`src/dlr_pkg.sv`:
```
// How it works
// - append 32-bit link CRC to each sent packet
// - recompute link CRC on each received packet
// - bad link CRC answers with negative acknowledge
// - good packet answers with acknowledge, or with negative acknowledge when the receive buffer is full
// - keep sent packets until acknowledged
// - acknowledge purges stored packets up to its number
// - replay on negative acknowledge or timer expiry
// - replay oldest unacknowledged first, then in order
// - exchange flow-control credit packets with partner
// - every link control packet carries 16-bit CRC
// - training, scrambling and skip insertion toward link
package dlr_pkg;
  localparam int DATA_W      = 32;
  localparam int SEQ_W       = 12;
  localparam int LCRC_W      = 32;
  localparam int DCRC_W      = 16;
  localparam int CRED_W      = 8;
  localparam int TMR_W       = 12;
  localparam int LFSR_W      = 16;
  localparam int RETRY_AW    = 2;
  localparam int RETRY_DEPTH = 4;
  localparam int BUF_DEPTH   = 2;
  localparam logic [SEQ_W-1:0]  RETRY_LIMIT = 12'h004;
  localparam logic [SEQ_W-1:0]  SEQ_RST     = 12'h000;
  localparam logic [CRED_W-1:0] CRED_RST    = 8'h00;
  localparam logic [TMR_W-1:0]  TMR_RST     = 12'h000;
  localparam logic [LCRC_W-1:0] LCRC_POLY   = 32'h04c11db7;
  localparam logic [DCRC_W-1:0] DCRC_POLY   = 16'h100b;
  localparam logic [LFSR_W-1:0] LFSR_SEED   = 16'hffff;
  localparam logic [LFSR_W-1:0] LFSR_TAPS   = 16'h0039;
  localparam logic [7:0]        DL_ACK      = 8'h00;
  localparam logic [7:0]        DL_NAK      = 8'h10;
  localparam logic [7:0]        DL_FC       = 8'h40;
  localparam int CLK_NS     = 100;
  localparam int REPLAY_NS  = 20000;
  localparam int FC_NS      = 30000;
  localparam int SKIP_NS    = 118000;
  localparam int REPLAY_CYC = (REPLAY_NS + CLK_NS - 1) / CLK_NS;
  localparam int FC_CYC     = FC_NS / CLK_NS;
  localparam int SKIP_CYC   = SKIP_NS / CLK_NS;
  localparam logic [TMR_W-1:0] REPLAY_LAST = TMR_W'(REPLAY_CYC - 1);
  localparam logic [TMR_W-1:0] FC_LAST     = TMR_W'(FC_CYC - 1);
  localparam logic [TMR_W-1:0] SKIP_LAST   = TMR_W'(SKIP_CYC - 1);

  typedef enum logic [2:0] {
    KD_IDLE = 3'h0,
    KD_TLP  = 3'h1,
    KD_DLLP = 3'h2,
    KD_TS   = 3'h3,
    KD_SKIP = 3'h4
  } dlr_kind_t;

  typedef enum logic [2:0] {
    LT_DETECT = 3'b001,
    LT_TRAIN  = 3'b010,
    LT_L0     = 3'b100
  } dlr_ltssm_t;

  typedef struct packed {
    dlr_kind_t          kind;
    logic [SEQ_W-1:0]   seq;
    logic [DATA_W-1:0]  data;
    logic [LCRC_W-1:0]  crc;
  } dlr_beat_t;
endpackage

```
`src/dlr_crc.sv`:
```
`timescale 1ns/1ns
module dlr_crc #(
  parameter int            W    = 32,
  parameter int            MW   = 44,
  parameter logic [W-1:0]  POLY = '1
) (
  // message and its check value
  input  wire logic [MW-1:0] msg,
  output logic      [W-1:0]  crc
);
  // bit-serial division, msb first, register preset to ones
  always_comb begin
    crc = '1;
    for (int i = MW - 1; i >= 0; i--) begin
      if (crc[W-1] ^ msg[i]) begin
        crc = {crc[W-2:0], 1'b0} ^ POLY;
      end else begin
        crc = {crc[W-2:0], 1'b0};
      end
    end
  end
endmodule

```
`src/dlr_buf2.sv`:
```
`timescale 1ns/1ns
module dlr_buf2 #(
  parameter int W = 32
) (
  // clock and reset
  input  wire logic         clk_sys,
  input  wire logic         rst_b,
  // fill side
  input  wire logic         inValid,
  input  wire logic [W-1:0] inData,
  output logic              inReady,
  // drain side
  output logic              outValid,
  output logic      [W-1:0] outData,
  input  wire logic         outReady
);
  import dlr_pkg::*;

  logic [W-1:0] mem_r [BUF_DEPTH];
  logic [W-1:0] mem_nxt [BUF_DEPTH];
  logic         wp_r, wp_nxt, rp_r, rp_nxt;
  logic [1:0]   cnt_r, cnt_nxt;
  logic         push, pop;

  assign inReady  = (cnt_r != 2'(BUF_DEPTH));
  assign outValid = (cnt_r != 2'h0);
  assign outData  = mem_r[rp_r];
  assign push     = inValid & inReady;
  assign pop      = outValid & outReady;

  always_comb begin
    mem_nxt = mem_r;
    wp_nxt  = wp_r;
    rp_nxt  = rp_r;
    cnt_nxt = cnt_r;
    if (push) begin
      mem_nxt[wp_r] = inData;
      wp_nxt        = ~wp_r;
    end
    if (pop) begin
      rp_nxt = ~rp_r;
    end
    if (push && !pop) begin
      cnt_nxt = cnt_r + 2'h1;
    end else if (pop && !push) begin
      cnt_nxt = cnt_r - 2'h1;
    end
  end

  always_ff @(posedge clk_sys) begin
    mem_r <= mem_nxt;
    if (!rst_b) begin
      wp_r  <= 1'b0;
      rp_r  <= 1'b0;
      cnt_r <= 2'h0;
    end else begin
      wp_r  <= wp_nxt;
      rp_r  <= rp_nxt;
      cnt_r <= cnt_nxt;
    end
  end
endmodule

```
`src/dlr_link.sv`:
```
`timescale 1ns/1ns
module dlr_link (
  // clock and reset
  input  wire logic                       clk_sys,
  input  wire logic                       rst_b,
  // transaction layer transmit
  input  wire logic                       tlTxValid,
  input  wire logic [dlr_pkg::DATA_W-1:0] tlTxData,
  output logic                            tlTxReady,
  // transaction layer receive
  output logic                            tlRxValid,
  output logic      [dlr_pkg::DATA_W-1:0] tlRxData,
  input  wire logic                       tlRxReady,
  // flow-control credits
  input  wire logic [dlr_pkg::CRED_W-1:0] rxCreditAdv,
  output logic      [dlr_pkg::CRED_W-1:0] txCreditLimit,
  // link beats
  output dlr_pkg::dlr_beat_t              linkTx,
  input  dlr_pkg::dlr_beat_t              linkRx,
  // status
  output logic                            linkUp,
  output logic                            replayActive
);
  import dlr_pkg::*;

  dlr_ltssm_t        lt_r, lt_nxt;
  logic [LFSR_W-1:0] txLfsr_r, txLfsr_nxt, rxLfsr_r, rxLfsr_nxt;
  logic [SEQ_W-1:0]  nextSeq_r, nextSeq_nxt, ackSeq_r, ackSeq_nxt;
  logic [SEQ_W-1:0]  replaySeq_r, replaySeq_nxt, rcvSeq_r, rcvSeq_nxt;
  logic              replaying_r, replaying_nxt, ackPend_r, ackPend_nxt;
  logic              nakPend_r, nakPend_nxt, fcDue_r, fcDue_nxt;
  logic              skipDue_r, skipDue_nxt, fcSeen_r, fcSeen_nxt;
  logic [TMR_W-1:0]  replayTmr_r, replayTmr_nxt, fcTmr_r, fcTmr_nxt;
  logic [TMR_W-1:0]  skipTmr_r, skipTmr_nxt;
  logic [CRED_W-1:0] credLimit_r, credLimit_nxt, credUsed_r, credUsed_nxt;
  dlr_beat_t         linkTx_r, beatNxt;
  logic [DATA_W-1:0] retryMem [RETRY_DEPTH];

  logic [SEQ_W-1:0]  unacked, txSeq, rxDSeq, ackNew, ackOut;
  logic [DATA_W-1:0] rxPlain, txTlpData, dllpWord;
  logic [LCRC_W-1:0] txLcrc, rxLcrc;
  logic [DCRC_W-1:0] txDcrc, rxDcrc;
  logic              inL0, sendSkip, sendAck, sendFc, sendRpl, sendNew, canNew;
  logic              rxTlpGood, rxTlpBad, rxDllpGood, inOrder, dupTlp, push, bufReady;
  logic              rxAck, rxNak, rxFc, purge, tmrExpire, replayStart, rxScr, txScr;

  // ---------------- receive checks
  assign rxScr      = (linkRx.kind == KD_TLP) || (linkRx.kind == KD_DLLP);
  assign rxPlain    = linkRx.data ^ {rxLfsr_r, rxLfsr_r};
  assign rxTlpGood  = inL0 && linkRx.kind == KD_TLP && linkRx.crc == rxLcrc;
  assign rxTlpBad   = inL0 && linkRx.kind == KD_TLP && linkRx.crc != rxLcrc;
  assign rxDllpGood = inL0 && linkRx.kind == KD_DLLP && linkRx.crc == {16'h0000, rxDcrc};
  assign rxDSeq     = rxPlain[SEQ_W-1:0];
  assign inOrder    = rxTlpGood && linkRx.seq == rcvSeq_r;
  assign dupTlp     = rxTlpGood && linkRx.seq != rcvSeq_r;
  assign push       = inOrder && bufReady;
  assign rxAck      = rxDllpGood && rxPlain[31:24] == DL_ACK && (rxDSeq - ackSeq_r) < unacked;
  assign rxNak      = rxDllpGood && rxPlain[31:24] == DL_NAK;
  assign rxFc       = rxDllpGood && rxPlain[31:24] == DL_FC;
  // a negative acknowledge still confirms everything up to its number
  assign purge      = (rxAck || rxNak) && (rxDSeq - ackSeq_r) < unacked;
  assign ackNew     = purge ? rxDSeq + 12'h001 : ackSeq_r;

  dlr_crc #(.W(LCRC_W), .MW(SEQ_W + DATA_W), .POLY(LCRC_POLY)) uRxLcrc (
    .msg ({linkRx.seq, rxPlain}),
    .crc (rxLcrc)
  );
  dlr_crc #(.W(DCRC_W), .MW(DATA_W), .POLY(DCRC_POLY)) uRxDcrc (
    .msg (rxPlain),
    .crc (rxDcrc)
  );

  dlr_buf2 #(.W(DATA_W)) uRxBuf (
    .clk_sys  (clk_sys),
    .rst_b    (rst_b),
    .inValid  (push),
    .inData   (rxPlain),
    .inReady  (bufReady),
    .outValid (tlRxValid),
    .outData  (tlRxData),
    .outReady (tlRxReady)
  );

  // ---------------- transmit selection
  assign inL0      = (lt_r == LT_L0);
  assign unacked   = nextSeq_r - ackSeq_r;
  assign tmrExpire = unacked != SEQ_RST && replayTmr_r == REPLAY_LAST;
  assign sendSkip  = inL0 && skipDue_r;
  assign sendAck   = inL0 && !skipDue_r && (ackPend_r || nakPend_r);
  assign sendFc    = inL0 && !skipDue_r && !sendAck && fcDue_r;
  assign sendRpl   = inL0 && !skipDue_r && !sendAck && !fcDue_r && replaying_r;
  assign canNew    = inL0 && fcSeen_r && !skipDue_r && !ackPend_r && !nakPend_r && !fcDue_r
                     && !replaying_r && unacked < RETRY_LIMIT
                     && credLimit_r != credUsed_r;
  assign tlTxReady = canNew;
  assign sendNew   = tlTxValid && canNew;
  assign txScr     = sendAck || sendFc || sendRpl || sendNew;
  assign txSeq     = sendRpl ? replaySeq_r : nextSeq_r;
  assign txTlpData = sendRpl ? retryMem[replaySeq_r[RETRY_AW-1:0]] : tlTxData;
  assign ackOut    = rcvSeq_r - 12'h001;
  assign dllpWord  = sendAck ? {(nakPend_r ? DL_NAK : DL_ACK), 12'h000, ackOut}
                             : {DL_FC, 16'h0000, rxCreditAdv};

  dlr_crc #(.W(LCRC_W), .MW(SEQ_W + DATA_W), .POLY(LCRC_POLY)) uTxLcrc (
    .msg ({txSeq, txTlpData}),
    .crc (txLcrc)
  );
  dlr_crc #(.W(DCRC_W), .MW(DATA_W), .POLY(DCRC_POLY)) uTxDcrc (
    .msg (dllpWord),
    .crc (txDcrc)
  );

  always_comb begin
    beatNxt = '0;
    if (lt_r == LT_TRAIN) begin
      beatNxt.kind = KD_TS;
    end else if (sendSkip) begin
      beatNxt.kind = KD_SKIP;
    end else if (sendAck || sendFc) begin
      beatNxt.kind = KD_DLLP;
      beatNxt.data = dllpWord ^ {txLfsr_r, txLfsr_r};
      beatNxt.crc  = {16'h0000, txDcrc};
    end else if (sendRpl || sendNew) begin
      beatNxt.kind = KD_TLP;
      beatNxt.seq  = txSeq;
      beatNxt.data = txTlpData ^ {txLfsr_r, txLfsr_r};
      beatNxt.crc  = txLcrc;
    end
  end

  // ---------------- next state
  always_comb begin
    lt_nxt        = lt_r;
    txLfsr_nxt    = txLfsr_r;
    rxLfsr_nxt    = rxLfsr_r;
    nextSeq_nxt   = nextSeq_r;
    ackSeq_nxt    = ackNew;
    replaySeq_nxt = replaySeq_r;
    replaying_nxt = replaying_r;
    rcvSeq_nxt    = rcvSeq_r;
    ackPend_nxt   = ackPend_r && !sendAck;
    nakPend_nxt   = nakPend_r && !sendAck;
    fcDue_nxt     = fcDue_r && !sendFc;
    skipDue_nxt   = skipDue_r && !sendSkip;
    fcSeen_nxt    = fcSeen_r;
    credLimit_nxt = credLimit_r;
    credUsed_nxt  = credUsed_r;
    fcTmr_nxt     = fcTmr_r + 12'h001;
    skipTmr_nxt   = skipTmr_r + 12'h001;
    replayStart   = rxNak || tmrExpire;
    case (lt_r)
      LT_DETECT: begin
        lt_nxt = LT_TRAIN;
      end
      LT_TRAIN: begin
        if (linkRx.kind == KD_TS) begin
          lt_nxt    = LT_L0;
          fcDue_nxt = 1'b1;
        end
      end
      LT_L0: begin
        if (linkRx.kind == KD_TS) begin
          lt_nxt = LT_TRAIN;
        end
      end
      default: begin
        lt_nxt = LT_DETECT;
      end
    endcase
    if (!inL0) begin
      txLfsr_nxt  = LFSR_SEED;
      rxLfsr_nxt  = LFSR_SEED;
      fcSeen_nxt  = 1'b0;
      fcTmr_nxt   = TMR_RST;
      skipTmr_nxt = TMR_RST;
      replayStart = 1'b0;
    end else begin
      if (txScr) begin
        txLfsr_nxt = {txLfsr_r[LFSR_W-2:0], 1'b0} ^ (txLfsr_r[LFSR_W-1] ? LFSR_TAPS : '0);
      end
      if (rxScr) begin
        rxLfsr_nxt = {rxLfsr_r[LFSR_W-2:0], 1'b0} ^ (rxLfsr_r[LFSR_W-1] ? LFSR_TAPS : '0);
      end
    end
    if (fcTmr_r == FC_LAST) begin
      fcTmr_nxt = TMR_RST;
      fcDue_nxt = 1'b1;
    end
    if (skipTmr_r == SKIP_LAST) begin
      skipTmr_nxt = TMR_RST;
      skipDue_nxt = 1'b1;
    end
    // receive answers; a new event wins over the clear by sending
    if (rxTlpBad || (inOrder && !bufReady)) begin
      nakPend_nxt = 1'b1;
    end else if (push || dupTlp) begin
      ackPend_nxt = 1'b1;
    end
    if (push) begin
      rcvSeq_nxt = rcvSeq_r + 12'h001;
    end
    if (rxFc) begin
      credLimit_nxt = rxPlain[CRED_W-1:0];
      fcSeen_nxt    = 1'b1;
    end
    if (sendNew) begin
      nextSeq_nxt  = nextSeq_r + 12'h001;
      credUsed_nxt = credUsed_r + 8'h01;
    end
    if (sendRpl) begin
      replaySeq_nxt = replaySeq_r + 12'h001;
    end
    if (purge && (replaySeq_nxt - ackSeq_r) < (ackNew - ackSeq_r)) begin
      replaySeq_nxt = ackNew;
    end
    if (replayStart && ackNew != nextSeq_r) begin
      replaying_nxt = 1'b1;
      replaySeq_nxt = ackNew;
    end
    if (replaySeq_nxt == nextSeq_nxt) begin
      replaying_nxt = 1'b0;
    end
    if (purge || replayStart || unacked == SEQ_RST) begin
      replayTmr_nxt = TMR_RST;
    end else begin
      replayTmr_nxt = replayTmr_r + 12'h001;
    end
  end

  // ---------------- registers
  always_ff @(posedge clk_sys) begin
    if (sendNew) begin
      retryMem[nextSeq_r[RETRY_AW-1:0]] <= tlTxData;
    end
  end

  always_ff @(posedge clk_sys) begin
    if (!rst_b) begin
      lt_r        <= LT_DETECT;
      txLfsr_r    <= LFSR_SEED;
      rxLfsr_r    <= LFSR_SEED;
      nextSeq_r   <= SEQ_RST;
      ackSeq_r    <= SEQ_RST;
      replaySeq_r <= SEQ_RST;
      rcvSeq_r    <= SEQ_RST;
      replaying_r <= 1'b0;
      ackPend_r   <= 1'b0;
      nakPend_r   <= 1'b0;
      fcDue_r     <= 1'b0;
      skipDue_r   <= 1'b0;
      fcSeen_r    <= 1'b0;
      replayTmr_r <= TMR_RST;
      fcTmr_r     <= TMR_RST;
      skipTmr_r   <= TMR_RST;
      credLimit_r <= CRED_RST;
      credUsed_r  <= CRED_RST;
      linkTx_r    <= '0;
    end else begin
      lt_r        <= lt_nxt;
      txLfsr_r    <= txLfsr_nxt;
      rxLfsr_r    <= rxLfsr_nxt;
      nextSeq_r   <= nextSeq_nxt;
      ackSeq_r    <= ackSeq_nxt;
      replaySeq_r <= replaySeq_nxt;
      rcvSeq_r    <= rcvSeq_nxt;
      replaying_r <= replaying_nxt;
      ackPend_r   <= ackPend_nxt;
      nakPend_r   <= nakPend_nxt;
      fcDue_r     <= fcDue_nxt;
      skipDue_r   <= skipDue_nxt;
      fcSeen_r    <= fcSeen_nxt;
      replayTmr_r <= replayTmr_nxt;
      fcTmr_r     <= fcTmr_nxt;
      skipTmr_r   <= skipTmr_nxt;
      credLimit_r <= credLimit_nxt;
      credUsed_r  <= credUsed_nxt;
      linkTx_r    <= beatNxt;
    end
  end

  assign linkTx        = linkTx_r;
  assign txCreditLimit = credLimit_r;
  assign linkUp        = inL0 && fcSeen_r;
  assign replayActive  = replaying_r;
endmodule

```
`config.mk`:
```
export PLATFORM = sky130hd
export DESIGN_NAME = dlr_link
export DESIGN_NICKNAME = d
export VERILOG_FILES = /design/src/dlr_pkg.sv /design/src/dlr_crc.sv /design/src/dlr_buf2.sv /design/src/dlr_link.sv
export SDC_FILE = /design/constraint.sdc
export NUM_CORES = 1
export LEC_CHECK = 0
export ABC_AREA = 1
export BUFFER_PORTS_ARGS = -buffer_cell sky130_fd_sc_hd__buf_2
export CORE_ASPECT_RATIO = 0.75
export CORE_MARGIN = 2
export CORE_UTILIZATION = 51
export DETAILED_ROUTE_END_ITERATION = 8
export PLACE_DENSITY_LB_ADDON = 0.15
export SYNTH_ARGS = -nofsm -noshare
export SYNTH_HDL_FRONTEND = slang
export SYNTH_HIERARCHICAL = 1
export SYNTH_SLANG_ARGS = --single-unit
export TNS_END_PERCENT = 30
```
`constraint.sdc`:
```
create_clock -name clk_sys -period 24.1 [get_ports clk_sys]
set_input_delay 2.41 -clock clk_sys [delete_from_list [all_inputs] [get_ports clk_sys]]
set_output_delay 2.41 -clock clk_sys [all_outputs]
set_load 0.005 [all_outputs]
```
# Word-level counts from Yosys, hierarchy flattened
# Memories as Yosys holds them, arrays and structs flattened. A register that Yosys moved wholly into a read port is not among the register bits.
# Cells that the tools add are included.
[totals] ff_bits=288 latch_bits=0 ram_bits=128 romBits=0 output_inout_bits=123 memories=1
[memory_table] name="retryMem" words=4 width=32 read_ports=1 rd_ports_with_merged_regs=1 write_ports=1 line="dlr_link.sv:37" source="logic [DATA_W-1:0] retryMem [RETRY_DEPTH];"
[classes] add_sub_neg=15 multipliers=0 div_mod_pow=0 order_cmp=6 n_eq_ne=23 shift=0 n_mux=192 bitwise=310 reduce_logical=77
[op_table] cell="27-bit 2-to-1 mux" n=88
[op_table] cell="14-bit NOT" n=86
[op_table] cell="13-bit 2-to-1 mux" n=64
[op_table] cell="4-bit NOT" n=62
[op_table] cell="32-bit 2-to-1 mux" n=5
[op_table] cell="1-bit bitwise XOR" n=132
[op_table] cell="12-bit by 1-bit adder with 12-bit output, second input constant" n=7
[op_table] cell="77-bit 2-to-1 mux" n=1
[op_table] cell="12-bit 2-to-1 mux" n=6
[op_table] cell="64-bit bitwise mux" n=1
[op_table] cell="64-bit 2-to-1 mux" n=1
[op_table] cell="32-bit bitwise XOR" n=2
[op_table] cell="12-bit subtractor" n=4
[op_table] cell="1-bit logical AND" n=40
[op_table] cell="32-bit demux with 1-bit select" n=1
[op_table] cell="32-bit by 16-bit == test with 1-bit output" n=1
[op_table] cell="32-bit == test" n=1
[op_table] cell="32-bit inequality test" n=1
[op_table] cell="16-bit by 6-bit bitwise XOR with 16-bit output" n=2
[op_table] cell="31-bit by 32-bit bitwise XOR with 32-bit output" n=1
[op_table] cell="31-bit 2-to-1 mux" n=1
[op_table] cell="12-bit == test" n=2
[op_table] cell="12-bit < comparator" n=2
[op_table] cell="12-bit inequality test" n=2
[op_table] cell="38 further kinds" n=110

# Depth between registers and ports, before layout
# Gate-level depths: netlist (run 1).
[depth] word_depth=99 mapped_depth=71 depth_no_buf=69

# By module
# Netlist (run 1), hierarchy kept.
[modules_own_cells] module="dlr_link" instances=1 cells_per_inst=2645 area_each_um2=19955.4 seq_area_each_um2=8247.9
[modules_own_cells] module="dlr_crc (uRxLcrc ...)" instances=2 cells_per_inst=1220 area_each_um2=6600.1 seq_area_each_um2=0.0
[modules_own_cells] module="dlr_crc (uRxDcrc ...)" instances=2 cells_per_inst=418 area_each_um2=2080.7 seq_area_each_um2=0.0
[modules_own_cells] module="dlr_buf2" instances=1 cells_per_inst=201 area_each_um2=2580.0 seq_area_each_um2=2001.9

# Worst setup path before layout (run 1)
# No wires, ideal clock.
[synth_timing] path_kind="input -> register" start="input linkRx[34] (netlist name)" end="register replaying_r (netlist: replayActive)" setup_ns=0.109 arrival_ns=9.304 required_time_ns=23.991 setup_slack_ns=14.687 path_stages=58 path_cell_list="inv_1 -> nand2_1 -> nand2_1 -> ha_1 -> a21oi_1 -> and2_1 -> inv_1 -> a21oi_1 -> o21bai_1 -> a21oi_1 -> o21bai_1 -> nand2_1 -> nand2_1 -> nand2_1 -> nand2_1 -> a21oi_1 -> nor2_1 -> nor2_1 -> [... 22 more ...] -> inv_1 -> nand3_1 -> inv_1 -> a21oi_1 -> nand2_1 -> nor2_1 -> clkbuf_1 -> nand2_1 -> o21ai_0 -> nand2_2 -> nand2_1 -> nand2_1 -> nand2_1 -> nand2_1 -> nor2_1 -> nand3_1 -> nand2_1 -> inv_1"
[synth_via] elab_chain_len=20 elab_cells_between_ends=29 classes_between="add/sub (3); order compare (2); eq/ne (3); mux (7); bitwise (4); reduce/logical (10)"
[synth_rtl] item="from (decl)" line="dlr_link.sv:19" source="input dlr_pkg::dlr_beat_t linkRx,"
[synth_rtl] item="32-bit bitwise XOR (*)" line="dlr_link.sv:49" source="assign rxPlain = linkRx.data ^ {rxLfsr_r, rxLfsr_r};"
[synth_rtl] item="named net rxPlain[2]" line="dlr_link.sv:40" source="logic [DATA_W-1:0] rxPlain, txTlpData, dllpWord;"
[synth_rtl] item="branches (longest 19 deep; another with 12-bit subtractor)"
[synth_rtl] item="to (signal assigned)" line="dlr_link.sv:266" source="replaying_r <= replaying_nxt;"
[synth_rtl] item="to (decl)" line="dlr_link.sv:30" source="logic replaying_r, replaying_nxt, ackPend_r, ackPend_nxt;"
# Mark *: on every way through the listed nets, which the timed path passes.
# A chain may end at the register's enable or synchronous reset.

# Final worst setup path (run 1)
# Ends and elaborated chain as after synthesis.

==> results of run 1 <==
metal layers:
metal  up-vias  wire length, um  global-route usage
met5         -                0                   0
met4         0             3226             0.08459
met3       174            12940             0.05177
met2      1594            52360              0.4596
met1     18010            62990              0.4943
li1      19840                -                   -
critical path, delay by kind of cell:
kind            cells  cell delay (ps)
fa+ha+maj           5             1760
xor+xnor            2              300
compound gates     16             2460
simple gates       28             3100
buf+inv             8              610
layout by cell type, fill, tap and decap left out, drive strengths merged, types with 3 or more instances in the layout:
master / netlist / layout
diode: 0 / 3
nor3: 67 / 67
buf: 52 / 273
nor3b: 10 / 10
nand3: 683 / 683
o21ai: 161 / 161
nor2: 383 / 383
a32o: 16 / 16
o22ai: 24 / 24
nor4: 21 / 21
o21bai: 12 / 12
ha: 79 / 79
o31ai: 4 / 4
a21oi: 140 / 140
clkinv: 3 / 19
and2: 3 / 3
nand3b: 34 / 34
xnor2: 140 / 140
conb: 1 / 46
edfxtp: 192 / 192
bufinv: 0 / 3
dfxtp: 224 / 224
or2: 27 / 27
nand2: 2598 / 2598
clkbuf: 68 / 58
fa: 4 / 4
a21o: 6 / 6
nand4: 48 / 48
o211ai: 17 / 17
a31oi: 14 / 14
o2111ai: 3 / 3
inv: 751 / 754
xor2: 329 / 329
per-stage QoR:
| step | power (mW) | area [sq um] | hold slack (ps) | cells |
|---|---|---|---|---|
| 3_5_place_dp | 3.731 | 42150 | 441.1 | 7355 |
| 6_report | 4.475 | 43640 | 454.1 | 7440 |
| 3_3_place_gp | 3.703 | 42150 | 430.5 | 7355 |
| 5_1_grt | 4.836 | 43630 | 475.2 | 7437 |
| 2_1_floorplan | 3.105 | 40070 | 417.5 | 6167 |
| 4_1_cts | 4.437 | 43630 | 455.2 | 7437 |
registers in the layout (all words and copies together) (netlist names), 2 cells and up:
signal and flops:
ackSeq_r 12, credUsed_r 8, fcTmr_r 12, linkTx 79, lt_r 3, nextSeq_r 12, rcvSeq_r 12, replaySeq_r 12
replayTmr_r 12, retryMem 128, rxLfsr_r 16, skipTmr_r 12, txCreditLimit 8, txLfsr_r 16, uRxBuf/cnt_r 2, uRxBuf/mem_r 64
power by group:
part           switching (mW)  internal, mW  leakage [nW]
Sequential           0.000810         0.739          3.53
Clock                   0.299         0.398         0.729
Combinational            1.99          1.05          18.4
cells by family after synthesis:
| family | after synthesis | synth area share |
|---|---|---|
| simple gates | 3877 | 0.4638 |
| flops | 416 | 0.2569 |
| buf+inv | 874 | 0.09000 |
| fa+ha+maj | 83 | 0.02678 |
| other cells | 1 | 0.00009399 |
| xor+xnor | 469 | 0.1052 |
| compound gates | 402 | 0.05717 |
cell type report:
class	instances	area, sq um	area share
Timing Repair Buffer	273	1436	0.03291
Clock buffer	58	1235	0.02830
Sequential cell	416	10250	0.2349
Inverter	754	2889	0.06620
Multi-Input combinational cell	4877	26280	0.6023
Antenna cell	3	7.507	0.0001720
Clock inverter	24	244.0	0.005591
Tap cell	1035	1295	0.02967
how the worst min path moves through the flow:
stage,slack (ps),from,end
2_1_floorplan,420,fcTmr_r[0],fcTmr_r[0]
3_3_place_gp,430,skipTmr_r[0],skipTmr_r[0]
3_5_place_dp,440,replayTmr_r[0],replayTmr_r[0]
4_1_cts,460,skipTmr_r[0],skipTmr_r[0]
5_1_grt,480,skipTmr_r[0],skipTmr_r[0]
6_report,450,skipTmr_r[0],skipTmr_r[0]
synthesized netlist by cell type, types with 6 or more instances:
cell | number | area share
o211ai_1 | 17 | 0.0032
a32o_1 | 16 | 0.0040
nand2_4 | 119 | 0.034
nand2_8 | 10 | 0.0050
nand3_1 | 591 | 0.074
a31oi_1 | 14 | 0.0022
xor2_2 | 11 | 0.0045
nand3b_1 | 34 | 0.0064
nor3_1 | 66 | 0.0083
buf_1 | 6 | 0.00056
nand3_4 | 12 | 0.0053
dfxtp_1 | 224 | 0.11
a21o_1 | 6 | 0.0011
buf_4 | 8 | 0.0015
o21bai_1 | 12 | 0.0023
nor4_1 | 21 | 0.0033
inv_4 | 19 | 0.0030
o21ai_1 | 6 | 0.00075
o21ai_0 | 154 | 0.019
or2_2 | 23 | 0.0036
edfxtp_1 | 192 | 0.14
buf_2 | 11 | 0.0014
nor2_2 | 21 | 0.0033
ha_1 | 79 | 0.025
inv_2 | 111 | 0.010
clkbuf_1 | 67 | 0.0063
nand2_2 | 331 | 0.052
nor2_1 | 354 | 0.033
o22ai_1 | 24 | 0.0038
nor3b_1 | 10 | 0.0019
nand2_1 | 2138 | 0.20
nand4_1 | 47 | 0.0074
a21oi_1 | 138 | 0.017
nand3_2 | 80 | 0.020
xor2_1 | 318 | 0.070
xnor2_1 | 139 | 0.031
buf_6 | 26 | 0.0073
inv_1 | 619 | 0.058
==> impl_results.md, run 1 <==
* Status: completed
* P per Cell Area at 102.5 mW/mm^2
* Worst Setup SP: linkRx[34]
* Post-synthesis cell type count at 63
* Via count at 39610
* Fin. max-slew vios at 0
* Grt total ovfl at 0
* Max frequency at 98.39 MHz
* Worst Path Required at 24590 ps
* DRT iter0 DRCs at 4099
* Syn avg cell area at 6.517 sq um
* CP Class: primary input to register
* Share of cells above drive strength 1 at 0.1737
* Reg2reg start: rxLfsr_r[2]
* Die H at 246.2 um
* Fillcell total at 7681
* Endpoints failing hold at 0
* Final Cycle Share at 0.4217
* Syn Std Cell Area at 0.03990 sq mm
* CP Launch Type: primary input
* First-pass GRT wire length at 202800 um
* Most used cell along the critical path: nand2_1
* Setup WS post-layout at 13940 ps
* WL final at 131500 um
* Drt wl/cell at 17.68 um
* Post-synth ARST share at 0
* Critical Path End: replayActive
* Layout area overhead at 9.383%
* Max-cap violations at 0
* Core footprint at 0.07718 sq mm
* Number of global-route vias before repair at 35100
* Num CTS Buffers at 44
* Hpwl dp at 106000 um
* Critical path's slowest cell: ha_1
* Sequential element share of the synthesized area at 0.2569
* DR DRC count at 0
* Starting Density at 0.5169
* Routed Antenna Nets at 0
* Max-slew headroom at 0.1355
* Worst Skew at 23.25 ps
* Max incr delay on CP at 490 ps
* 1st-pass router iterations at 6
* Ys Warns at 6
* Setup TNS at 0 ps
* Post-Syn Instances at 6122
* Worst hold path class: register to register
* Hold buffers post-CTS at 0
* Number of flops mapped to enable cells by yosys at 192
* Fin nets at 6572
* GPL Wtd Cong at 0.9910
* Via-to-Cell Ratio at 5.324
* #FFs+latches synth at 416
* Postcts setup bufs at 0
* Final core occ at 0.5654
* CTS clk-pin slew, worst paths at 60 ps
* Total die area at 0.08051 sq mm
* Hold depth at 1
* Largest net degree at the start of global routing at 69
* Worst-Skew Late Latency at 610 ps
* CTS H-tree lvls at 2
* Worst Max-Slew Pin Slew at 1292 ps
* Reg2reg end: replayActive
* # rows at 88
* CTS tree: yes
* Pre-CTS setup slack at 13530 ps
* Peak fanout along the critical path at 24
* CTS Sinks at 416
* Main synth FF type: dfxtp_1
* # IOs at 246
* Clk buf depth at 3
* Die Wd at 327.0 um
* RSZ-0062 raised after global routing: false
* CP endpoint kind: register
* Worst reg2reg path depth at 58
* Clock root buffer: clkbuf_16
* Total track usage at 0.3217
* Antenna violations before repair at 2
* Setup-failing EPs final at 0
* Fin crit period at 10160 ps
* # resized after CTS at 0
* VDD IR max at 163.6 uV
* Reg-to-reg slack, setup at 15350 ps
* Leak at 22.63 nW
* Arrival @ worst endpoint at 10650 ps
* Port buffer count at 245
(Power assumes the default switching activity.)
==> inputs of run 2 (changes only) <==
--- a/config.mk
+++ b/config.mk
@@ -5,7 +5,7 @@
 export SDC_FILE = /design/constraint.sdc
 export NUM_CORES = 1
 export LEC_CHECK = 0
-export ABC_AREA = 1
+export ABC_AREA = 0
 export BUFFER_PORTS_ARGS = -buffer_cell sky130_fd_sc_hd__buf_2
 export CORE_ASPECT_RATIO = 0.75
 export CORE_MARGIN = 2
==> constraint.sdc (replaced) <==
create_clock -name clk_sys -period 8.2 [get_ports clk_sys]
set_input_delay 0.82 -clock clk_sys [delete_from_list [all_inputs] [get_ports clk_sys]]
set_output_delay 0.82 -clock clk_sys [all_outputs]
set_load 0.005 [all_outputs]
==> run 2 against run 1 <==
  * Worst setup slack got worse by 14000 ps
  * Clock-buffer cell count rose by 3
  * Global-route usage decreased by 2.1 points
  * First-iteration DRC count is 43% lower
  * Clock skew rose by 24 ps
  * Register-to-register slack lost 15000 ps
  * Die area is 19% lower
  * Sequential share of layout area increased by 3.6 points
==> impl_results.md, run 2 <==
* RSZ-0062 raised after global routing: true
* Reg2reg start: rxLfsr_r[13]
* WL final at 100200 um (-24%)
* Reg2reg end: replayActive
* Worst hold path class: primary input to register
* Total die area at 0.06551 sq mm (-19%)
* Status: completed
* CP bufs+invs at 2 (-6)
* Max-cap violations at 0 (unchanged)
* Final Cycle Share at 0.9708
* Syn Std Cell Area at 0.03236 sq mm (-19%)
* Peak fanout along the critical path at 9 (-63%)
* Worst Skew at 47.75 ps (+24.50 ps)
* Num CTS Buffers at 46 (+4.5%)
* Most frequent cells in the layout: xnor2_1, xor2_1, nand2_1
* Post-synthesis xor/xnor area fraction at 0.4166 (+0.3114)
* Yosys top cell area share at 0.1782 (-0.02299)
* Cell accounting for the most synthesized area: edfxtp_1
* Cell family with most CP delay: XOR/XNOR gates
* Die H at 222.2 um (-9.8%)
* Synth Area in Simple Gates at 0.1146 (-0.3493)
* DRT iter0 DRCs at 2342 (-43%)
* Post-synthesis cell type count at 90 (+43%)
* CP Class: register to register
* Main combinational cell family by area after synthesis: XOR/XNOR gates
* Worst Path Required at 8700 ps (-15890 ps)
* Worst-Skew Late Latency at 630 ps (+20 ps)
* Number of flops mapped to enable cells by yosys at 192 (unchanged)
* Number of global-route vias before repair at 23190 (-34%)
* Hold path start: tlTxData[9]
* Mux contribution to synthesized area at 0.03839 (+0.03839)
* 1st-pass router iterations at 6 (unchanged)
* Clk buf depth at 3 (unchanged)
* Syn avg cell area at 11.08 sq um (+70%)
* # rows at 79 (-10%)
* Starting Density at 0.5189 (+0.001959)
* Fin crit period at 7961 ps
* Top cells by area, synth: edfxtp_1, dfxtp_1, xnor2_1
* Share of cells above drive strength 1 at 0.2311 (+0.05744)
* Core footprint at 0.06237 sq mm (-19%)
* #FFs+latches synth at 416 (unchanged)
* Most common cell after layout, fill and taps aside: xnor2_1
* Hold depth at 1 (unchanged)
* Hold buffers post-CTS at 0 (unchanged)
* Arrival @ worst endpoint at 8460 ps (-2190 ps)
* CTS clk-pin slew, worst paths at 70 ps (about the same)
* Most numerous cell in the Yosys netlist: xnor2_1
* Worst reg2reg path depth at 38 (-34%)
* Max frequency at 125.6 MHz
* Setup TNS at 0 ps (unchanged)
* CTS Sinks at 416 (unchanged)
* Setup-failing EPs final at 0 (unchanged)
* First-pass GRT wire length at 147200 um (-27%)
* Fin. max-slew vios at 0 (unchanged)
* Max incr delay on CP at 610 ps (+120 ps)
* Port buffer count at 245 (unchanged)
* Hpwl dp at 78730 um (-26%)
* Clock root buffer: clkbuf_16
* Sequential element share of the synthesized area at 0.3167 (+0.05981)
* Adder-cell share of the synthesized area at 0.03302 (+0.006236)
* Most frequent cells after synthesis: xnor2_1, xor2_1, nand2_1, dfxtp_1, nor2_1
* CTS H-tree lvls at 2 (unchanged)
* Die Wd at 294.9 um (-9.8%)
* Ys Warns at 6 (unchanged)
* CTS tree: yes
* Antenna violations before repair at 3 (+1)
* Compound-Gate Fraction of Synth Area at 0.05629 (-0.0008783)
* Via count at 23730 (-40%)
* Max-slew headroom at 0.1369 (+0.001381)
* Endpoints failing hold at 0 (unchanged)
* GPL Wtd Cong at 0.9979 (+0.70%)
* Hold EP: retryMem[0][9]
* Worst Max-Slew Pin Slew at 1281 ps (-11.23 ps)
* Max FFs per register at 128 (unchanged)
* Post-Syn Instances at 2922 (-52%)
* Post-synth ARST share at 0 (unchanged)
* Reg area at 0.01026 sq mm (about the same)
* Grt total ovfl at 0 (unchanged)
* Via-to-Cell Ratio at 5.608 (+5.3%)
* Layout area overhead at 17.04%
* Setup WS post-layout at 239.0 ps (-13700 ps)
* Multi-input logic area at 0.02183 sq mm (-17%)
* Drt wl/cell at 23.68 um (+34%)
* Main synth FF type: dfxtp_1
* Reg-to-reg slack, setup at 240 ps (-15110 ps)
* Routed Antenna Nets at 0 (unchanged)
* Fin nets at 3547 (-46%)
* Critical path's slowest cell: or4b_4
* CP endpoint kind: register
* Pre-CTS setup slack at -710.3 ps (-14240 ps)
* CP Launch Type: register
* Fillcell total at 5099 (-34%)
* # IOs at 246 (unchanged)
* Total track usage at 0.3008 (-0.02095)
* Largest net degree at the start of global routing at 69 (unchanged)
* DR DRC count at 0 (unchanged)
run 2: repair_timing:
action | CTS | global route
endpoints found under the setup margin | 2 | 13
gates cloned | 1 | 0
pin swaps | 1 | 21
resized for setup | 10 | 55
buffers inserted | 0 | 6
hold endpoints to repair | 0 | 0
run 2: metal layers:
layer,track usage,up-vias,part of all wire
li1,-,10870,-
met1,0.4519,11660,0.46
met2,0.4372,1060,0.42
met3,0.07388,140,0.098
met4,0.06320,2,0.021
met5,0,-,0.00011
run 2: logic make-up after synthesis:
kind of cell	after synthesis
other cells	1
buf+inv	187
fa+ha+maj	83
flops	416
compound gates	271
simple gates	781
xor+xnor	1103
mux	80
run 2: cell type report:
type | instances | share of cell area
Sequential cell | 416 | 0.2708
Clock inverter | 25 | 0.008325
Multi-Input combinational cell | 2358 | 0.5764
Clock buffer | 61 | 0.03601
Timing Repair Buffer | 442 | 0.07251
Inverter | 77 | 0.007631
Antenna cell | 3 | 0.0001982
Tap cell | 850 | 0.02808
run 2: worst max-delay path by stage:
stage / startpoint / endpoint / depth (start not counted)
6_report: rxLfsr_r[13] / replayActive / 38
5_1_grt: rxLfsr_r[15] / replayActive / 39
4_1_cts: rxLfsr_r[1] / replayActive / 46
3_5_place_dp: linkRx[33] / replayActive / 47
3_3_place_gp: linkRx[33] / replayActive / 47
2_1_floorplan: linkRx[33] / replayActive / 46
run 2: metrics by stage:
stage	util	hold slack, ps	instance area, sq um	cells
floorplan	-	417.9	32550	2960
global placement	0.5748	429.4	35850	4136
detailed placement	0.5748	438.5	35850	4136
CTS	0.6023	404.1	37560	4223
global route	0.6072	412.7	37870	4230
finish	0.6073	425.1	37880	4232
Power of run 2 is not shown: default switching activity piles up to over one toggle a cycle in this logic, so the estimate is an artifact.
